### config.mk
export PLATFORM = sky130hd
export DESIGN_NAME = time_base_interrupt_timer
export DESIGN_NICKNAME = d
export VERILOG_FILES = /design/src/core/time_base_pkg.sv /design/src/core/time_base_interrupt_timer.sv
export SDC_FILE = /design/constraint.sdc
export NUM_CORES = 1
export LEC_CHECK = 0
export ABC_CLOCK_PERIOD_IN_PS = 4000
export BUFFER_PORTS_ARGS = -buffer_cell sky130_fd_sc_hd__buf_2
export CORE_MARGIN = 2
export CORE_UTILIZATION = 30
export CTS_BUF_LIST = sky130_fd_sc_hd__clkbuf_2 sky130_fd_sc_hd__clkbuf_4 sky130_fd_sc_hd__clkbuf_8
export CTS_CLUSTER_DIAMETER = 200
export DETAILED_ROUTE_END_ITERATION = 12
export HOLD_SLACK_MARGIN = 0.02
export PLACE_DENSITY = 0.56
export SETUP_SLACK_MARGIN = 0.1
export SKIP_LAST_GASP = 1
export SYNTH_ARGS = -nofsm -noshare
export SYNTH_HDL_FRONTEND = slang
export SYNTH_SLANG_ARGS = --single-unit
### constraint.sdc
create_clock -name clk -period 4 [get_ports clk]
set_input_delay 0.4 -clock clk [delete_from_list [all_inputs] [get_ports clk]]
set_output_delay 0.4 -clock clk [all_outputs]
set_load 0.005 [all_outputs]
### src/core/time_base_pkg.sv
// constants for the time base interrupt timer
package time_base_pkg;
  localparam int ADDR_W = 8;
  // byte offsets of the registers
  localparam logic [7:0] OFF_CONTROL = 8'h36;
  localparam logic [7:0] OFF_MODE = 8'h38;
  localparam logic [7:0] OFF_STATUS = 8'h3c;
  localparam logic [7:0] OFF_MASK = 8'h40;
  localparam logic [7:0] OFF_DIVIDER = 8'h44;
  // control field positions
  localparam int ENABLE_BIT = 3;
  localparam int RATE_LSB = 0;
  localparam int RATE_W = 3;
  localparam int PRESCALE_BIT = 4;
  // reset values
  localparam logic [7:0] CONTROL_RST = 8'h00;
  localparam logic [1:0] MODE_RST = 2'h0;
  localparam logic [0:0] MASK_RST = 1'h0;
  // high and low clock taps per rate code 0..7 (bit index of divider = exponent-1)
  localparam int DIV_W = 23;
  localparam int HIGH_EXP [8] = '{23, 21, 16, 14, 13, 12, 11, 9};
  localparam int LOW_EXP [8] = '{15, 13, 8, 6, 5, 4, 3, 1};
  typedef enum logic [1:0] {
    MODE_NORMAL = 2'h0,
    MODE_IDLE = 2'h1,
    MODE_SLOW = 2'h3,
    MODE_SLEEP = 2'h2
  } run_mode_t;
endpackage

### src/core/time_base_interrupt_timer.sv
// time base interrupt timer with avalon-mm register slave
//
// The Avalon-MM register port was decided locally.
module time_base_interrupt_timer
(
  input wire logic clk,
  input wire logic rst,
  input wire logic lowClockTick,
  input wire logic [time_base_pkg::ADDR_W-1:0] address,
  input wire logic read,
  input wire logic write,
  input wire logic [31:0] writedata,
  input wire logic [3:0] byteenable,
  output logic [31:0] readdata,
  output logic waitrequest,
  output logic [1:0] response,
  output logic timeBaseInterrupt,
  output logic irq
);
  import time_base_pkg::*;

  logic [7:0] control_q;
  logic [1:0] mode_q;
  logic [0:0] status_q;
  logic [0:0] mask_q;
  logic [DIV_W-1:0] highDiv_q;
  logic [DIV_W-1:0] lowDiv_q;
  logic lowSync1_q, lowSync2_q, lowSync3_q;
  logic tap, tapPrev_q;
  logic [3:0] selPrev_q;
  logic busy_q;
  logic fallEvent;
  logic accept;
  logic useLow;
  logic [RATE_W-1:0] rate;

  function automatic logic hit(input logic [ADDR_W-1:0] a,
                               input logic [7:0] off);
    hit = (a == off);
  endfunction

  // one wait cycle: request accepted on its second edge
  assign accept = (read | write) & busy_q;
  always_ff @(posedge clk or posedge rst) begin
    if (rst) begin
      busy_q <= 1'b0;
    end else begin
      busy_q <= (read | write) & ~busy_q;
    end
  end
  always_ff @(posedge clk or posedge rst) begin
    if (rst) begin
      waitrequest <= 1'b1;
    end else begin
      waitrequest <= ~((read | write) & ~busy_q);
    end
  end

  // low clock tick is asynchronous: two flops before use
  always_ff @(posedge clk or posedge rst) begin
    if (rst) begin
      lowSync1_q <= 1'b0;
      lowSync2_q <= 1'b0;
      lowSync3_q <= 1'b0;
    end else begin
      lowSync1_q <= lowClockTick;
      lowSync2_q <= lowSync1_q;
      lowSync3_q <= lowSync2_q;
    end
  end

  always_ff @(posedge clk or posedge rst) begin
    if (rst) begin
      highDiv_q <= '0;
      lowDiv_q <= '0;
    end else begin
      highDiv_q <= highDiv_q + DIV_W'(1);
      if (lowSync2_q & ~lowSync3_q) begin
        lowDiv_q <= lowDiv_q + DIV_W'(1);
      end
    end
  end

  always_ff @(posedge clk or posedge rst) begin
    if (rst) begin
      control_q <= CONTROL_RST;
      mode_q <= MODE_RST;
      mask_q <= MASK_RST;
    end else if (accept && write && byteenable[0]) begin
      if (hit(address, OFF_CONTROL)) begin
        control_q <= writedata[7:0];
      end else if (hit(address, OFF_MODE)) begin
        mode_q <= writedata[1:0];
      end else if (hit(address, OFF_MASK)) begin
        mask_q <= writedata[0:0];
      end
    end
  end

  // slow and sleep run only from the low clock
  assign useLow = control_q[PRESCALE_BIT] | mode_q[1];
  // codes above 1 are invalid in slow/sleep: forced to code 1
  assign rate = (mode_q[1] && control_q[RATE_LSB+:RATE_W] > 3'h1)
              ? 3'h1 : control_q[RATE_LSB+:RATE_W];

  always_comb begin
    tap = 1'b0;
    for (int i = 0; i < 8; i++) begin
      if (rate == 3'(i)) begin
        tap = useLow ? lowDiv_q[LOW_EXP[i]-1] : highDiv_q[HIGH_EXP[i]-1];
      end
    end
  end

  always_ff @(posedge clk or posedge rst) begin
    if (rst) begin
      tapPrev_q <= 1'b0;
    end else begin
      tapPrev_q <= tap;
    end
  end

  // a new tap source is watched one cycle before its edges count
  // so switching rate or clock at enable cannot fake a falling edge
  always_ff @(posedge clk or posedge rst) begin
    if (rst) begin
      selPrev_q <= 4'h0;
    end else begin
      selPrev_q <= {useLow, rate};
    end
  end

  assign fallEvent = control_q[ENABLE_BIT] & tapPrev_q & ~tap
                   & (selPrev_q == {useLow, rate});

  always_ff @(posedge clk or posedge rst) begin
    if (rst) begin
      timeBaseInterrupt <= 1'b0;
    end else begin
      timeBaseInterrupt <= fallEvent;
    end
  end

  // sticky status; set wins over read clear
  // clear only what the read returned, so a set during the wait survives
  always_ff @(posedge clk or posedge rst) begin
    if (rst) begin
      status_q <= 1'b0;
    end else if (timeBaseInterrupt) begin
      status_q <= 1'b1;
    end else if (accept && read && hit(address, OFF_STATUS)
                 && readdata[0]) begin
      status_q <= 1'b0;
    end
  end

  always_ff @(posedge clk or posedge rst) begin
    if (rst) begin
      irq <= 1'b0;
    end else begin
      irq <= |(status_q & mask_q);
    end
  end

  always_ff @(posedge clk or posedge rst) begin
    if (rst) begin
      readdata <= '0;
      response <= 2'h0;
    end else if ((read | write) & ~busy_q) begin
      response <= 2'h0;
      readdata <= '0;
      if (hit(address, OFF_CONTROL)) begin
        readdata <= {24'h0, control_q};
      end else if (hit(address, OFF_MODE)) begin
        readdata <= {30'h0, mode_q};
      end else if (hit(address, OFF_STATUS)) begin
        readdata <= {31'h0, status_q};
      end else if (hit(address, OFF_MASK)) begin
        readdata <= {31'h0, mask_q};
      end else if (hit(address, OFF_DIVIDER)) begin
        readdata <= {9'h0, highDiv_q};
      end else begin
        // unmapped: decode error, reads zero
        response <= 2'h3;
      end
    end
  end

  a_disabled_silent: assert property (@(posedge clk) disable iff (rst)
    !control_q[ENABLE_BIT] |=> !timeBaseInterrupt)
    else $error("interrupt while disabled");

  a_edge_pulse: assert property (@(posedge clk) disable iff (rst)
    (control_q[ENABLE_BIT] && $fell(tap) && $stable({useLow, rate}))
    |=> timeBaseInterrupt)
    else $error("falling tap edge gave no interrupt");

  a_sel_gate: assert property (@(posedge clk) disable iff (rst)
    !$stable({useLow, rate}) |=> !timeBaseInterrupt)
    else $error("interrupt from a tap source switch");

  a_pulse_single: assert property (@(posedge clk) disable iff (rst)
    timeBaseInterrupt |=> !timeBaseInterrupt)
    else $error("interrupt pulse longer than one cycle");

  a_div_free: assert property (@(posedge clk) disable iff (rst)
    1'b1 |=> highDiv_q == $past(highDiv_q) + DIV_W'(1))
    else $error("divider disturbed");

  a_low_step: assert property (@(posedge clk) disable iff (rst)
    $changed(lowDiv_q) |-> lowDiv_q == $past(lowDiv_q) + DIV_W'(1))
    else $error("low divider jumped");

  a_div_read: assert property (@(posedge clk) disable iff (rst)
    ((read || write) && !busy_q && address == OFF_DIVIDER)
    |=> readdata == {9'h0, $past(highDiv_q)})
    else $error("divider readback wrong");

  a_ctrl_write: assert property (@(posedge clk) disable iff (rst)
    (accept && write && byteenable[0] && address == OFF_CONTROL)
    |=> control_q == $past(writedata[7:0]))
    else $error("control write lost");

  a_ctrl_hold: assert property (@(posedge clk) disable iff (rst)
    !(accept && write) |=> $stable(control_q))
    else $error("control changed without a write");

  a_be_ignored: assert property (@(posedge clk) disable iff (rst)
    (accept && write && !byteenable[0]) |=> $stable(control_q))
    else $error("write without lane zero landed");

  a_ctrl_read: assert property (@(posedge clk) disable iff (rst)
    ((read || write) && !busy_q && address == OFF_CONTROL)
    |=> readdata == {24'h0, $past(control_q)} && response == 2'h0)
    else $error("control readback wrong");

  // answer one cycle after the request
  a_wait_answer: assert property (@(posedge clk) disable iff (rst)
    ((read || write) && !busy_q) |=> !waitrequest)
    else $error("no answer to a request");

  a_wait_single: assert property (@(posedge clk) disable iff (rst)
    !waitrequest |=> waitrequest)
    else $error("waitrequest low too long");

  // fastest high tap at code 7
  a_high_tap: assert property (@(posedge clk) disable iff (rst)
    (!useLow && rate == 3'h7) |-> tap == highDiv_q[8])
    else $error("wrong high tap");

  a_high_code6: assert property (@(posedge clk) disable iff (rst)
    (!useLow && rate == 3'h6) |-> tap == highDiv_q[10])
    else $error("wrong high tap for code 6");

  a_slow_rate: assert property (@(posedge clk) disable iff (rst)
    mode_q[1] |-> (rate <= 3'h1 && tap == lowDiv_q[LOW_EXP[rate]-1]))
    else $error("slow mode tap wrong");

  // slow and sleep run from the low clock
  a_slow_low: assert property (@(posedge clk) disable iff (rst)
    mode_q[1] |-> useLow)
    else $error("slow mode on the high clock");

  // low clock halved at code 7
  a_low_tap: assert property (@(posedge clk) disable iff (rst)
    (useLow && rate == 3'h7) |-> tap == lowDiv_q[0])
    else $error("wrong low tap");

  a_prescale_tap: assert property (@(posedge clk) disable iff (rst)
    (control_q[PRESCALE_BIT] && !mode_q[1] && rate == 3'h6)
    |-> tap == lowDiv_q[2])
    else $error("wrong prescaled tap for code 6");

  a_mode_write: assert property (@(posedge clk) disable iff (rst)
    (accept && write && byteenable[0] && address == OFF_MODE)
    |=> mode_q == $past(writedata[1:0]))
    else $error("mode write lost");

  a_rate_enable: assert property (@(posedge clk) disable iff (rst)
    (accept && write && byteenable[0] && address == OFF_CONTROL
     && writedata[ENABLE_BIT])
    |=> control_q[ENABLE_BIT] && control_q[2:0] == $past(writedata[2:0]))
    else $error("combined write not applied");

  a_status_set: assert property (@(posedge clk) disable iff (rst)
    timeBaseInterrupt |=> status_q[0])
    else $error("pulse not latched in status");

  a_status_keep: assert property (@(posedge clk) disable iff (rst)
    (status_q[0] && !(accept && read && address == OFF_STATUS))
    |=> status_q[0])
    else $error("status lost without a read");

  a_status_clear: assert property (@(posedge clk) disable iff (rst)
    (accept && read && address == OFF_STATUS && readdata[0]
     && !timeBaseInterrupt) |=> !status_q[0])
    else $error("status read did not clear");

  // level request follows status and mask
  a_irq_level: assert property (@(posedge clk) disable iff (rst)
    1'b1 |=> irq == $past(status_q[0] & mask_q[0]))
    else $error("irq does not follow status and mask");

  a_mask_write: assert property (@(posedge clk) disable iff (rst)
    (accept && write && byteenable[0] && address == OFF_MASK)
    |=> mask_q[0] == $past(writedata[0]))
    else $error("mask write lost");

endmodule // time_base_interrupt_timer

# Yosys cells after proc, flatten, opt, wreduce, memory -nomap -nowiden
# Cells that the tools add are included.
[op_classes]
n_reduce_logical = 11
addsub = 2
n_lt_le_gt_ge = 1
eq_ne = 13
mux = 29
n_bitwise = 15
[ops]
columns = ["cell", "count"]
rows = [
  ["23-bit two-way mux", 5],
  ["23-bit by 1-bit adder with 23-bit output, second input constant", 2],
  ["8-bit by 6-bit equality test with 1-bit output, second input constant", 3],
  ["1-bit two-way mux", 18],
  ["8-bit by 7-bit equality test with 1-bit output, second input constant", 2],
  ["3-bit equality test, second input constant", 4],
  ["2-bit two-way mux", 5],
  ["1-bit AND", 7],
  ["3-bit by 2-bit equality test with 1-bit output, second input constant", 2],
  ["1-bit logical AND", 6],
  ["1-bit NOT", 6],
  ["4-bit equality test", 1],
  ["4-bit AND reduction", 1],
  ["3-bit by 1-bit equality test with 1-bit output, second input constant", 1],
  ["3-bit by 1-bit > comparator with 1-bit output, second input constant", 1],
  ["3-bit zero test", 1],
  ["3-bit two-way mux", 1],
  ["3-bit AND reduction", 1],
  ["1-bit bitwise OR", 2],
  ["2-bit AND reduction", 1],
  ["2-bit nonzero test", 1],
]
[totals]
out_inout_bits = 37
elab_cells = 88
in_bits = 49
reg_bits = 104

# Logic depth before layout (Yosys ltp)
# Gate-level depths: netlist of run 1.
[logic_depth]
depth_word = 15
mapped_depth = 6
ltp_nobuf = 6

# Worst setup path before layout of run 1
# OpenSTA, ideal clock, no wires.
[synth_path]
path_kind = "input to register"
startpoint = "input address[7] (netlist bit)"
endpoint = "register control_q[3]"
required_ns = 3.875
setup_slack_ns = 2.192
setup_time_ns = 0.125
arrival_ns = 1.683
cell_stages = 5
path_buffers = 1
cell_sequence = "nor4bb_1 -> nand3b_1 -> nor3_1 -> buf_2 -> mux2_2"
[synth_between]
elab_chain_len = 2
[synth_lines]
columns = ["element", "line", "rtl"]
rows = [
  ["start, declared", "time_base_interrupt_timer.sv:9", "input wire logic [time_base_pkg::ADDR_W-1:0] address,"],
  ["8-bit by 6-bit equality test with 1-bit output", "time_base_interrupt_timer.sv:39", "hit = (a == off);"],
  ["2-bit AND reduction (no source line)", "--", ""],
  ["end signal, assigned", "time_base_interrupt_timer.sv:91", "control_q <= writedata[7:0];"],
  ["end, declared", "time_base_interrupt_timer.sv:22", "logic [7:0] control_q;"],
]
# No other way between the ends.
# A chain may end at the register's enable or synchronous reset.

# Final worst setup path of run 1
[layout_path]
startpoint = "register busy_q"
endpoint = "register readdata[13]"
[layout_between]
elab_chain_len = 2
[layout_lines]
columns = ["element", "line", "rtl"]
rows = [
  ["start, declared", "time_base_interrupt_timer.sv:31", "logic busy_q;"],
  ["start signal, assigned", "time_base_interrupt_timer.sv:48", "busy_q <= (read | write) & ~busy_q;"],
  ["1-bit NOT", "time_base_interrupt_timer.sv:169", "end else if ((read | write) & ~busy_q) begin"],
  ["1-bit AND", "time_base_interrupt_timer.sv:169", ""],
  ["end signal, assigned", "time_base_interrupt_timer.sv:173", "readdata <= {24'h0, control_q};"],
  ["end signal, assigned", "time_base_interrupt_timer.sv:175", "readdata <= {30'h0, mode_q};"],
  ["end signal, assigned", "time_base_interrupt_timer.sv:177", "readdata <= {31'h0, status_q};"],
  ["end, declared", "time_base_interrupt_timer.sv:14", "output logic [31:0] readdata,"],
]
# No other way between the ends.

==> results of run 1 <==
worst register-to-register path: stages, from the launching register on:
cell	delay [ns]
sky130_fd_sc_hd__dfrtp_1	0.39
sky130_fd_sc_hd__o21bai_2	0.18
sky130_fd_sc_hd__buf_4	0.25
sky130_fd_sc_hd__nor3_2	0.94
sky130_fd_sc_hd__a22o_1	0.26
per-layer routing:
| metal | up-vias | track usage, % |
|---|---|---|
| li1 | 1224 | - |
| met1 | 1249 | 17.9 |
| met2 | 61 | 19.1 |
| met3 | 9 | 3.35 |
| met4 | 0 | 4.05 |
| met5 | - | 0 |
final cells by class:
type | instances | area [µm²]
Multi-Input combinational cell | 213 | 1470
Timing Repair Buffer | 52 | 268
Clock inverter | 6 | 110
Sequential cell | 86 | 2150
Inverter | 12 | 46.3
Fill cell | 1257 | 7720
Clock buffer | 10 | 131
Tap cell | 168 | 210
worst paths after layout:
kind | endpoint | slack [ns] | cells past startpoint
min in group clk | lowSync1_q | 0.15 | 1
worst min-delay path | readdata[14] | 0.06 | 2
worst max-delay path | readdata[13] | 1.91 | 4
worst min register to register | lowSync2_q | 0.36 | 0
worst max register to register | readdata[13] | 1.91 | 4
max in group asynchronous | lowDiv_q[12] | 2.85 | 3
kinds of logic (layout without fill, tap and decap cells):
group	count (synthesis)	in the layout	synth area share (%)
DFF	86	86	57.5
xor gates and xnor gates	38	38	8.88
and+or+nand+nor	95	95	13.4
adders and majority gates	2	2	0.668
buffers and inverters	30	80	4.07
other	1	9	0.100
AOI/OAI and AO/OA	54	54	10.3
muxes	15	15	5.04
power by group:
group	leakage [nW]	switching (mW)	internal [mW]
sequential	1.13	0.0437	0.907
clock	0.116	0.311	0.421
combinational	0.833	0.0669	0.0533
synthesized netlist by cell type (all sizes together), types with 2 or more instances:
cell	instances	area [µm²]
a22oi	6	45.0
and3	9	56.3
o21ai	17	85.1
nand3b	2	15.0
o31ai	2	15.0
a22o	15	131
nand4	6	37.5
clkbuf	6	22.5
a211o	2	17.5
nand2b	3	18.8
nor3	5	35.0
mux2i	2	20.0
nor2	13	48.8
buf	12	85.1
xor2	10	87.6
o32a	2	20.0
ha	2	25.0
nand3	18	90.1
and2	2	12.5
nand2	24	90.1
nor4	2	12.5
dfrtp	85	2130
a21oi	3	15.0
inv	12	45.0
xnor2	28	245
and4	3	26.3
mux2	11	124
nor2b	3	18.8
mux4	2	45.0
stage by stage:
| step | power [mW] | setup WS [ns] | hold WS [ns] | util (%) | area, µm² |
|---|---|---|---|---|---|
| after floorplan | 1.05 | 1.38 | 0.331 | - | 3780 |
| after global placement | 1.09 | 1.68 | 0.346 | 34.3 | 4150 |
| after CTS | 1.83 | 1.87 | 0.0808 | 36.3 | 4390 |
| after global routing | 1.89 | 1.71 | 0.0918 | 36.3 | 4390 |
| final | 1.80 | 1.91 | 0.0619 | 36.3 | 4390 |
| after detailed placement | 1.09 | 1.65 | 0.343 | 34.3 | 4150 |
registers in the layout, summed over array words and instances, names as in the netlist:
| register | flops |
|---|---|
| tapPrev_q | 1 |
| mask_q | 1 |
| lowSync2_q | 1 |
| status_q | 1 |
| lowSync1_q | 1 |
| timeBaseInterrupt | 1 |
| busy_q | 1 |
| control_q | 8 |
| selPrev_q | 4 |
| mode_q | 2 |
| highDiv_q | 23 |
| readdata | 23 |
| lowDiv_q | 15 |
| lowSync3_q | 1 |
| waitrequest | 1 |
| response | 1 |
| irq | 1 |
==> report_table.html, run 1 <==
<table>
<tr><th>Metric</th><th>Value</th></tr>
<tr><th colspan="2">Clock tree</th></tr>
<tr><td>Longest Clk Path Bufs</td><td>2</td></tr>
<tr><td>Sinks on Clock Net</td><td>86</td></tr>
<tr><td>Clock slew at the register clock pins of the worst setup and hold paths</td><td>0.09 ns</td></tr>
<tr><td>Post-CTS Setup Inserts</td><td>0</td></tr>
<tr><td>Clock H-tree levels</td><td>3</td></tr>
<tr><td>CTS tree</td><td>yes</td></tr>
<tr><td>Gates resized, CTS repair</td><td>0</td></tr>
<tr><td>Clk Latency, worst-skew pair</td><td>0.36 ns</td></tr>
<tr><td>Number of buffers inserted during clock tree synthesis</td><td>9</td></tr>
<tr><td>Post-CTS Hold Buffers</td><td>0</td></tr>
<tr><td>CTS Root Cell</td><td>sky130_fd_sc_hd__clkbuf_8</td></tr>
<tr><th colspan="2">Final layout</th></tr>
<tr><td>Synth-to-Final Area Change</td><td>17.3%</td></tr>
<tr><td>Most common library cell in the layout ignoring fill and taps</td><td>sky130_fd_sc_hd__dfrtp_1</td></tr>
<tr><td>Post-route non-filler standard cell count</td><td>547</td></tr>
<tr><td>Number of antenna repair diodes</td><td>0</td></tr>
<tr><td>Layout net count</td><td>425</td></tr>
<tr><td>Share of post-route cells with drive strength above 1</td><td>23.2%</td></tr>
<tr><td>Commonest non-fill, non-tap cells in the layout</td><td>85 x sky130_fd_sc_hd__dfrtp_1, 49 x sky130_fd_sc_hd__buf_2, 28 x sky130_fd_sc_hd__xnor2_1</td></tr>
<tr><th colspan="2">Detailed routing</th></tr>
<tr><td>Vias per cell</td><td>4.65</td></tr>
<tr><td>DRC violation count after routing</td><td>0</td></tr>
<tr><td>Average detailed-routed wire length per instance</td><td>14.2 µm</td></tr>
<tr><td>Violation count after the first detailed-routing iteration</td><td>112</td></tr>
<tr><td>Post-detailed-route count of antenna-violating nets</td><td>0</td></tr>
<tr><td>Total routed wirelength</td><td>7790 µm</td></tr>
<tr><td>Total number of vias</td><td>2543</td></tr>
<tr><td>Met3 layer wire length in the routed design</td><td>433 µm</td></tr>
<tr><td>Highest metal layer with signal wires</td><td>met4</td></tr>
<tr><td>Routed met1 length</td><td>3760 µm</td></tr>
<tr><td>DR pass1 iterations</td><td>4</td></tr>
<tr><td>Met2 WL post-DR</td><td>3500 µm</td></tr>
<tr><th colspan="2">Worst setup path</th></tr>
<tr><td>Required arrival time at the worst endpoint</td><td>4.29 ns</td></tr>
<tr><td>Cell Chain, Critical Path</td><td>o21bai_2 &gt; buf_4 &gt; nor3_2 &gt; a22o_1</td></tr>
<tr><td>Worst Path Arrival</td><td>2.38 ns</td></tr>
<tr><td>Critical-path top delay cell</td><td>sky130_fd_sc_hd__nor3_2</td></tr>
<tr><td>Crit-path max cell delay</td><td>0.93 ns</td></tr>
<tr><td>Crit path buffers/inverters</td><td>1</td></tr>
<tr><td>Peak fanout along the critical path</td><td>35</td></tr>
<tr><td>Kind of start point of the critical path</td><td>register</td></tr>
<tr><td>Setup CP Type</td><td>reg2reg</td></tr>
<tr><td>Startpoint of the worst register-to-register path</td><td>busy_q</td></tr>
<tr><td>Worst setup path startpoint</td><td>busy_q</td></tr>
<tr><td>Worst setup EP type</td><td>register</td></tr>
<tr><td>Family with the most delay on the worst path</td><td>simple AND/OR/NAND/NOR gates</td></tr>
<tr><th colspan="2">Logic synthesis</th></tr>
<tr><td>Async set-or-reset flop fraction in the synthesized netlist</td><td>100%</td></tr>
<tr><td>Synthesized area</td><td>0.00375 mm²</td></tr>
<tr><td>Cell count after synthesis</td><td>321</td></tr>
<tr><td>Most instantiated flip-flop cell in the synthesis netlist</td><td>sky130_fd_sc_hd__dfrtp_1</td></tr>
<tr><td>Syn_area_per_cell</td><td>11.7 µm²</td></tr>
<tr><td>Cell variety after synth</td><td>47</td></tr>
<tr><td>Number of flops mapped to enable cells by yosys</td><td>0</td></tr>
<tr><td>Yosys synthesis warning count</td><td>0</td></tr>
<tr><td>Synthesized flop and latch total</td><td>86</td></tr>
<tr><td>Seq/Total Area, Yosys</td><td>57.5%</td></tr>
<tr><th colspan="2">Place</th></tr>
<tr><td>Detailed placer's ending HPWL</td><td>5510 µm</td></tr>
<tr><td>Count of input and output buffers</td><td>49</td></tr>
<tr><td>Final Wtd Congestion</td><td>0.785</td></tr>
<tr><td>Number of cells after detailed placement</td><td>531</td></tr>
<tr><th colspan="2">Pwr</th></tr>
<tr><td>Max rail drop VDD</td><td>0.000236 V</td></tr>
<tr><td>Power density normalized to cell area</td><td>410 mW/mm²</td></tr>
<tr><td>Leakage component of the power</td><td>2.08 nW</td></tr>
<tr><th colspan="2">Die</th></tr>
<tr><td>Die area</td><td>0.0134 mm²</td></tr>
<tr><td>Chip Height</td><td>116 µm</td></tr>
<tr><td>Starting utilization of the core area</td><td>30.9%</td></tr>
<tr><td>Floorplan Core Area</td><td>0.0121 mm²</td></tr>
<tr><td>Top-Level Pins</td><td>86</td></tr>
<tr><td>Die width</td><td>116 µm</td></tr>
<tr><td>Number of cell rows</td><td>40</td></tr>
<tr><th colspan="2">STA</th></tr>
<tr><td>Hold Vio Cnt, Final</td><td>0</td></tr>
<tr><td>Skew final</td><td>0.0106 ns</td></tr>
<tr><td>Setup total negative slack</td><td>0 ns</td></tr>
<tr><td>Pin slew with the least headroom to its limit</td><td>1.10 ns</td></tr>
<tr><td>Number of pins exceeding their max-slew limit in the final report</td><td>0</td></tr>
<tr><td>Count of endpoints failing setup in the final report</td><td>0</td></tr>
<tr><td>Fin crit period</td><td>2.09 ns</td></tr>
<tr><td>RSZ-0062 raised after global routing</td><td>no</td></tr>
<tr><td>Slew Limit Headroom</td><td>26.0%</td></tr>
<tr><td>Post-route fraction of the period consumed by the critical path</td><td>52.4%</td></tr>
<tr><td>Highest Clock Rate</td><td>0.477 GHz</td></tr>
<tr><th colspan="2">Global routing</th></tr>
<tr><td>GRT Resource Usage Total</td><td>12.7%</td></tr>
<tr><td>First-pass GRT wire length</td><td>13100 µm</td></tr>
<tr><td>Pin count of the biggest net entering global routing</td><td>55</td></tr>
<tr><td>Via count of the first global-routing pass</td><td>2532</td></tr>
<tr><td>Number of antenna violations at the first check in global routing</td><td>0</td></tr>
<tr><td>Total grt overflow</td><td>0</td></tr>
<tr><th colspan="2">Outcome</th></tr>
<tr><td>Run status</td><td>complete, no violations</td></tr>
<tr><th colspan="2">Hold path</th></tr>
<tr><td>Hold Path Class</td><td>in2async</td></tr>
<tr><th colspan="2">Job</th></tr>
<tr><td>MaxCap Viol Count</td><td>0</td></tr>
</table>
No activity file was read; power rests on OpenSTA's default activity.
==> run 2: changes to the inputs <==
--- a/config.mk
+++ b/config.mk
@@ -5,7 +5,7 @@
 export SDC_FILE = /design/constraint.sdc
 export NUM_CORES = 1
 export LEC_CHECK = 0
-export ABC_CLOCK_PERIOD_IN_PS = 4000
+export ABC_CLOCK_PERIOD_IN_PS = 1800
 export BUFFER_PORTS_ARGS = -buffer_cell sky130_fd_sc_hd__buf_2
 export CORE_MARGIN = 2
 export CORE_UTILIZATION = 30
@@ -13,7 +13,7 @@
 export CTS_CLUSTER_DIAMETER = 200
 export DETAILED_ROUTE_END_ITERATION = 12
 export HOLD_SLACK_MARGIN = 0.02
-export PLACE_DENSITY = 0.56
+export PLACE_DENSITY = 0.58
 export SETUP_SLACK_MARGIN = 0.1
 export SKIP_LAST_GASP = 1
 export SYNTH_ARGS = -nofsm -noshare
==> constraint.sdc (replaced) <==
create_clock -name clk -period 1.8 [get_ports clk]
set_input_delay 0.18 -clock clk [delete_from_list [all_inputs] [get_ports clk]]
set_output_delay 0.18 -clock clk [all_outputs]
set_load 0.005 [all_outputs]
==> run 2 against run 1 <==
Flip-flop and latch count unchanged; worst setup slack worse by 1.8 ns; wire length up 3.1%; critical endpoint is now timeBaseInterrupt.
==> report_table.html, run 2 (synthesized netlist as in run 1, its figures left out) <==
<table>
<tr><th>Metric</th><th>Value</th></tr>
<tr><th colspan="2">Die</th></tr>
<tr><td>Die area</td><td>0.0134 mm²</td></tr>
<tr><td>Die width</td><td>116 µm</td></tr>
<tr><td>Floorplan Core Area</td><td>0.0121 mm²</td></tr>
<tr><td>Chip Height</td><td>116 µm</td></tr>
<tr><td>Starting utilization of the core area</td><td>30.9%</td></tr>
<tr><td>Top-Level Pins</td><td>86</td></tr>
<tr><td>Number of cell rows</td><td>40</td></tr>
<tr><th colspan="2">Final layout</th></tr>
<tr><td>Most common library cell in the layout ignoring fill and taps</td><td>sky130_fd_sc_hd__dfrtp_1</td></tr>
<tr><td>Number of antenna repair diodes</td><td>0</td></tr>
<tr><td>Final Instance Area</td><td>0.00464 mm²</td></tr>
<tr><td>Share of post-route cells with drive strength above 1</td><td>29.9%</td></tr>
<tr><td>Finished Core Util</td><td>38.3%</td></tr>
<tr><td>Synth-to-Final Area Change</td><td>23.9%</td></tr>
<tr><td>Layout net count</td><td>458</td></tr>
<tr><td>Commonest non-fill, non-tap cells in the layout</td><td>83 x sky130_fd_sc_hd__dfrtp_1, 49 x sky130_fd_sc_hd__buf_2, 30 x sky130_fd_sc_hd__buf_4</td></tr>
<tr><td>Leading registers by flop count</td><td>highDiv_q: 23 flops, readdata: 23 flops, lowDiv_q: 15 flops</td></tr>
<tr><td>Post-route non-filler standard cell count</td><td>580</td></tr>
<tr><th colspan="2">Worst setup path</th></tr>
<tr><td>Worst R2R Setup Slack</td><td>0.07 ns</td></tr>
<tr><td>Kind of start point of the critical path</td><td>register</td></tr>
<tr><td>Worst setup path startpoint</td><td>mode_q[1]</td></tr>
<tr><td>Terminus of the critical flop-to-flop path</td><td>timeBaseInterrupt</td></tr>
<tr><td>Setup CP Type</td><td>reg2reg</td></tr>
<tr><td>Worst setup EP type</td><td>register</td></tr>
<tr><td>Crit path capture</td><td>timeBaseInterrupt</td></tr>
<tr><td>Required arrival time at the worst endpoint</td><td>2.09 ns</td></tr>
<tr><td>Peak fanout along the critical path</td><td>5</td></tr>
<tr><td>Worst reg2reg path depth</td><td>6</td></tr>
<tr><td>Startpoint of the worst register-to-register path</td><td>mode_q[1]</td></tr>
<tr><td>Worst Path Arrival</td><td>2.02 ns</td></tr>
<tr><th colspan="2">Hold path</th></tr>
<tr><td>Hold Path Class</td><td>in2reg</td></tr>
<tr><td>Hold Path Origin</td><td>writedata[7]</td></tr>
<tr><th colspan="2">Clock tree</th></tr>
<tr><td>Longest Clk Path Bufs</td><td>2</td></tr>
<tr><td>Post-CTS Setup Inserts</td><td>0</td></tr>
<tr><td>CTS tree</td><td>yes</td></tr>
<tr><td>Clock slew at the register clock pins of the worst setup and hold paths</td><td>0.09 ns</td></tr>
<tr><td>Clk Latency, worst-skew pair</td><td>0.36 ns</td></tr>
<tr><td>CTS Root Cell</td><td>sky130_fd_sc_hd__clkbuf_8</td></tr>
<tr><td>Sinks on Clock Net</td><td>86</td></tr>
<tr><td>Number of buffers inserted during clock tree synthesis</td><td>9</td></tr>
<tr><td>Clock H-tree levels</td><td>3</td></tr>
<tr><th colspan="2">Pwr</th></tr>
<tr><td>Total power draw</td><td>3.65 mW</td></tr>
<tr><td>Logic gate share of total power</td><td>8.1%</td></tr>
<tr><td>Leakage component of the power</td><td>2.22 nW</td></tr>
<tr><td>Max rail drop VDD</td><td>0.000343 V</td></tr>
<tr><td>Share of power burned in registers</td><td>57.8%</td></tr>
<tr><td>Internal power of the cells</td><td>2.70 mW</td></tr>
<tr><td>Sw power</td><td>0.951 mW</td></tr>
<tr><td>Part of the power in the clock network</td><td>34.1%</td></tr>
<tr><td>Switching fraction of total power</td><td>26.1%</td></tr>
<tr><td>Power density normalized to cell area</td><td>786 mW/mm²</td></tr>
<tr><th colspan="2">Detailed routing</th></tr>
<tr><td>Violation count after the first detailed-routing iteration</td><td>137</td></tr>
<tr><td>Total routed wirelength</td><td>8030 µm</td></tr>
<tr><td>DR pass1 iterations</td><td>4</td></tr>
<tr><td>Average detailed-routed wire length per instance</td><td>13.8 µm</td></tr>
<tr><td>DRC violation count after routing</td><td>0</td></tr>
<tr><td>Vias per cell</td><td>4.60</td></tr>
<tr><td>Post-detailed-route count of antenna-violating nets</td><td>0</td></tr>
<tr><td>Total number of vias</td><td>2670</td></tr>
<tr><th colspan="2">STA</th></tr>
<tr><td>Count of endpoints failing setup in the final report</td><td>0</td></tr>
<tr><td>Final Worst Setup Slack</td><td>0.0682 ns</td></tr>
<tr><td>Highest Clock Rate</td><td>0.577 GHz</td></tr>
<tr><td>Hold Vio Cnt, Final</td><td>0</td></tr>
<tr><td>Setup total negative slack</td><td>0 ns</td></tr>
<tr><td>Skew final</td><td>0.0115 ns</td></tr>
<tr><td>RSZ-0062 raised after global routing</td><td>yes</td></tr>
<tr><td>Number of pins exceeding their max-slew limit in the final report</td><td>0</td></tr>
<tr><td>Worst hold slack across all endpoints</td><td>0.0538 ns</td></tr>
<tr><td>Fin crit period</td><td>1.73 ns</td></tr>
<tr><td>Post-route fraction of the period consumed by the critical path</td><td>96.2%</td></tr>
<tr><th colspan="2">Place</th></tr>
<tr><td>Number of cells after detailed placement</td><td>561</td></tr>
<tr><td>Area after DPL</td><td>0.00441 mm²</td></tr>
<tr><td>Detailed placer's ending HPWL</td><td>5950 µm</td></tr>
<tr><td>Count of input and output buffers</td><td>49</td></tr>
<tr><td>Final Wtd Congestion</td><td>0.747</td></tr>
<tr><td>Post-place setup slack</td><td>-0.0128 ns</td></tr>
<tr><th colspan="2">Global routing</th></tr>
<tr><td>Met3 track demand over resource in global routing</td><td>2.72%</td></tr>
<tr><td>Via count of the first global-routing pass</td><td>2718</td></tr>
<tr><td>Most used routing layer in global routing</td><td>met2</td></tr>
<tr><td>Pin count of the biggest net entering global routing</td><td>39</td></tr>
<tr><td>Routing usage on met2</td><td>19.5%</td></tr>
<tr><td>Number of antenna violations at the first check in global routing</td><td>0</td></tr>
<tr><td>GRT Resource Usage Total</td><td>12.9%</td></tr>
<tr><td>Total grt overflow</td><td>0</td></tr>
<tr><td>First-pass GRT wire length</td><td>13300 µm</td></tr>
<tr><td>GR Layer Usage met1</td><td>17.6%</td></tr>
<tr><th colspan="2">Job</th></tr>
<tr><td>MaxCap Viol Count</td><td>0</td></tr>
<tr><th colspan="2">Outcome</th></tr>
<tr><td>Run status</td><td>complete, no violations</td></tr>
</table>
==> run 2: cell count changes in the layout (fill, tap and decap cells not counted), sizes merged <==
cell | before | now
buf | 52 | 82
bufinv | 3 | 0
clkinv | 2 | 3
dlygate4sd3 | 0 | 3
inv | 11 | 13
==> run 2: cell type report <==
type,count,area (µm²)
fill,1228,7470
sequential,86,2160
multi-input combinational,213,1490
timing repair buffer,85,552
tap,168,210
clock buffer,10,138
inverter,12,48.8
clock inverter,6,43.8
==> run 2: critical path, cell delays in order, from the launching register on <==
cell and delay (ns):
sky130_fd_sc_hd__dfrtp_2 0.46, sky130_fd_sc_hd__nor2_4 0.17, sky130_fd_sc_hd__buf_6 0.12, sky130_fd_sc_hd__mux4_2 0.29
sky130_fd_sc_hd__and3_4 0.19, sky130_fd_sc_hd__o32a_1 0.32, sky130_fd_sc_hd__nor3_2 0.11
==> run 2: timing repair <==
action / 4_1_cts / 5_1_grt
pin swaps: 1 / 0
setup endpoints to repair: 2 / 3
hold endpoints to repair: 10 / 0
gates resized for setup: 3 / 5
hold buffers: 3 / 0
==> run 2: power by group through the flow <==
stage	Clock, mW	Combinational, mW	Sequential [mW]
after floorplan	0	0.210	2.12
after global placement	0	0.284	2.14
after detailed placement	0	0.290	2.15
after CTS	1.30	0.297	2.11
after global routing	1.38	0.335	2.12
final	1.25	0.296	2.11
==> run 2: metal layers <==
metal | wire length, µm | part of all wire, %
met1 | 3850 | 48
met4 | 219 | 2.7
met2 | 3640 | 45
met3 | 327 | 4.1
met5 | 0 | 0
==> run 2: worst min-delay path by stage <==
stage                         to  slack, ns  cells after the start
global placement    readdata[14]       0.13                      2
detailed placement  readdata[14]       0.14                      2
floorplan             lowSync1_q       0.21                      0
CTS                 control_q[7]       0.04                      2
global route        control_q[7]       0.04                      2
finish              control_q[7]       0.05                      2
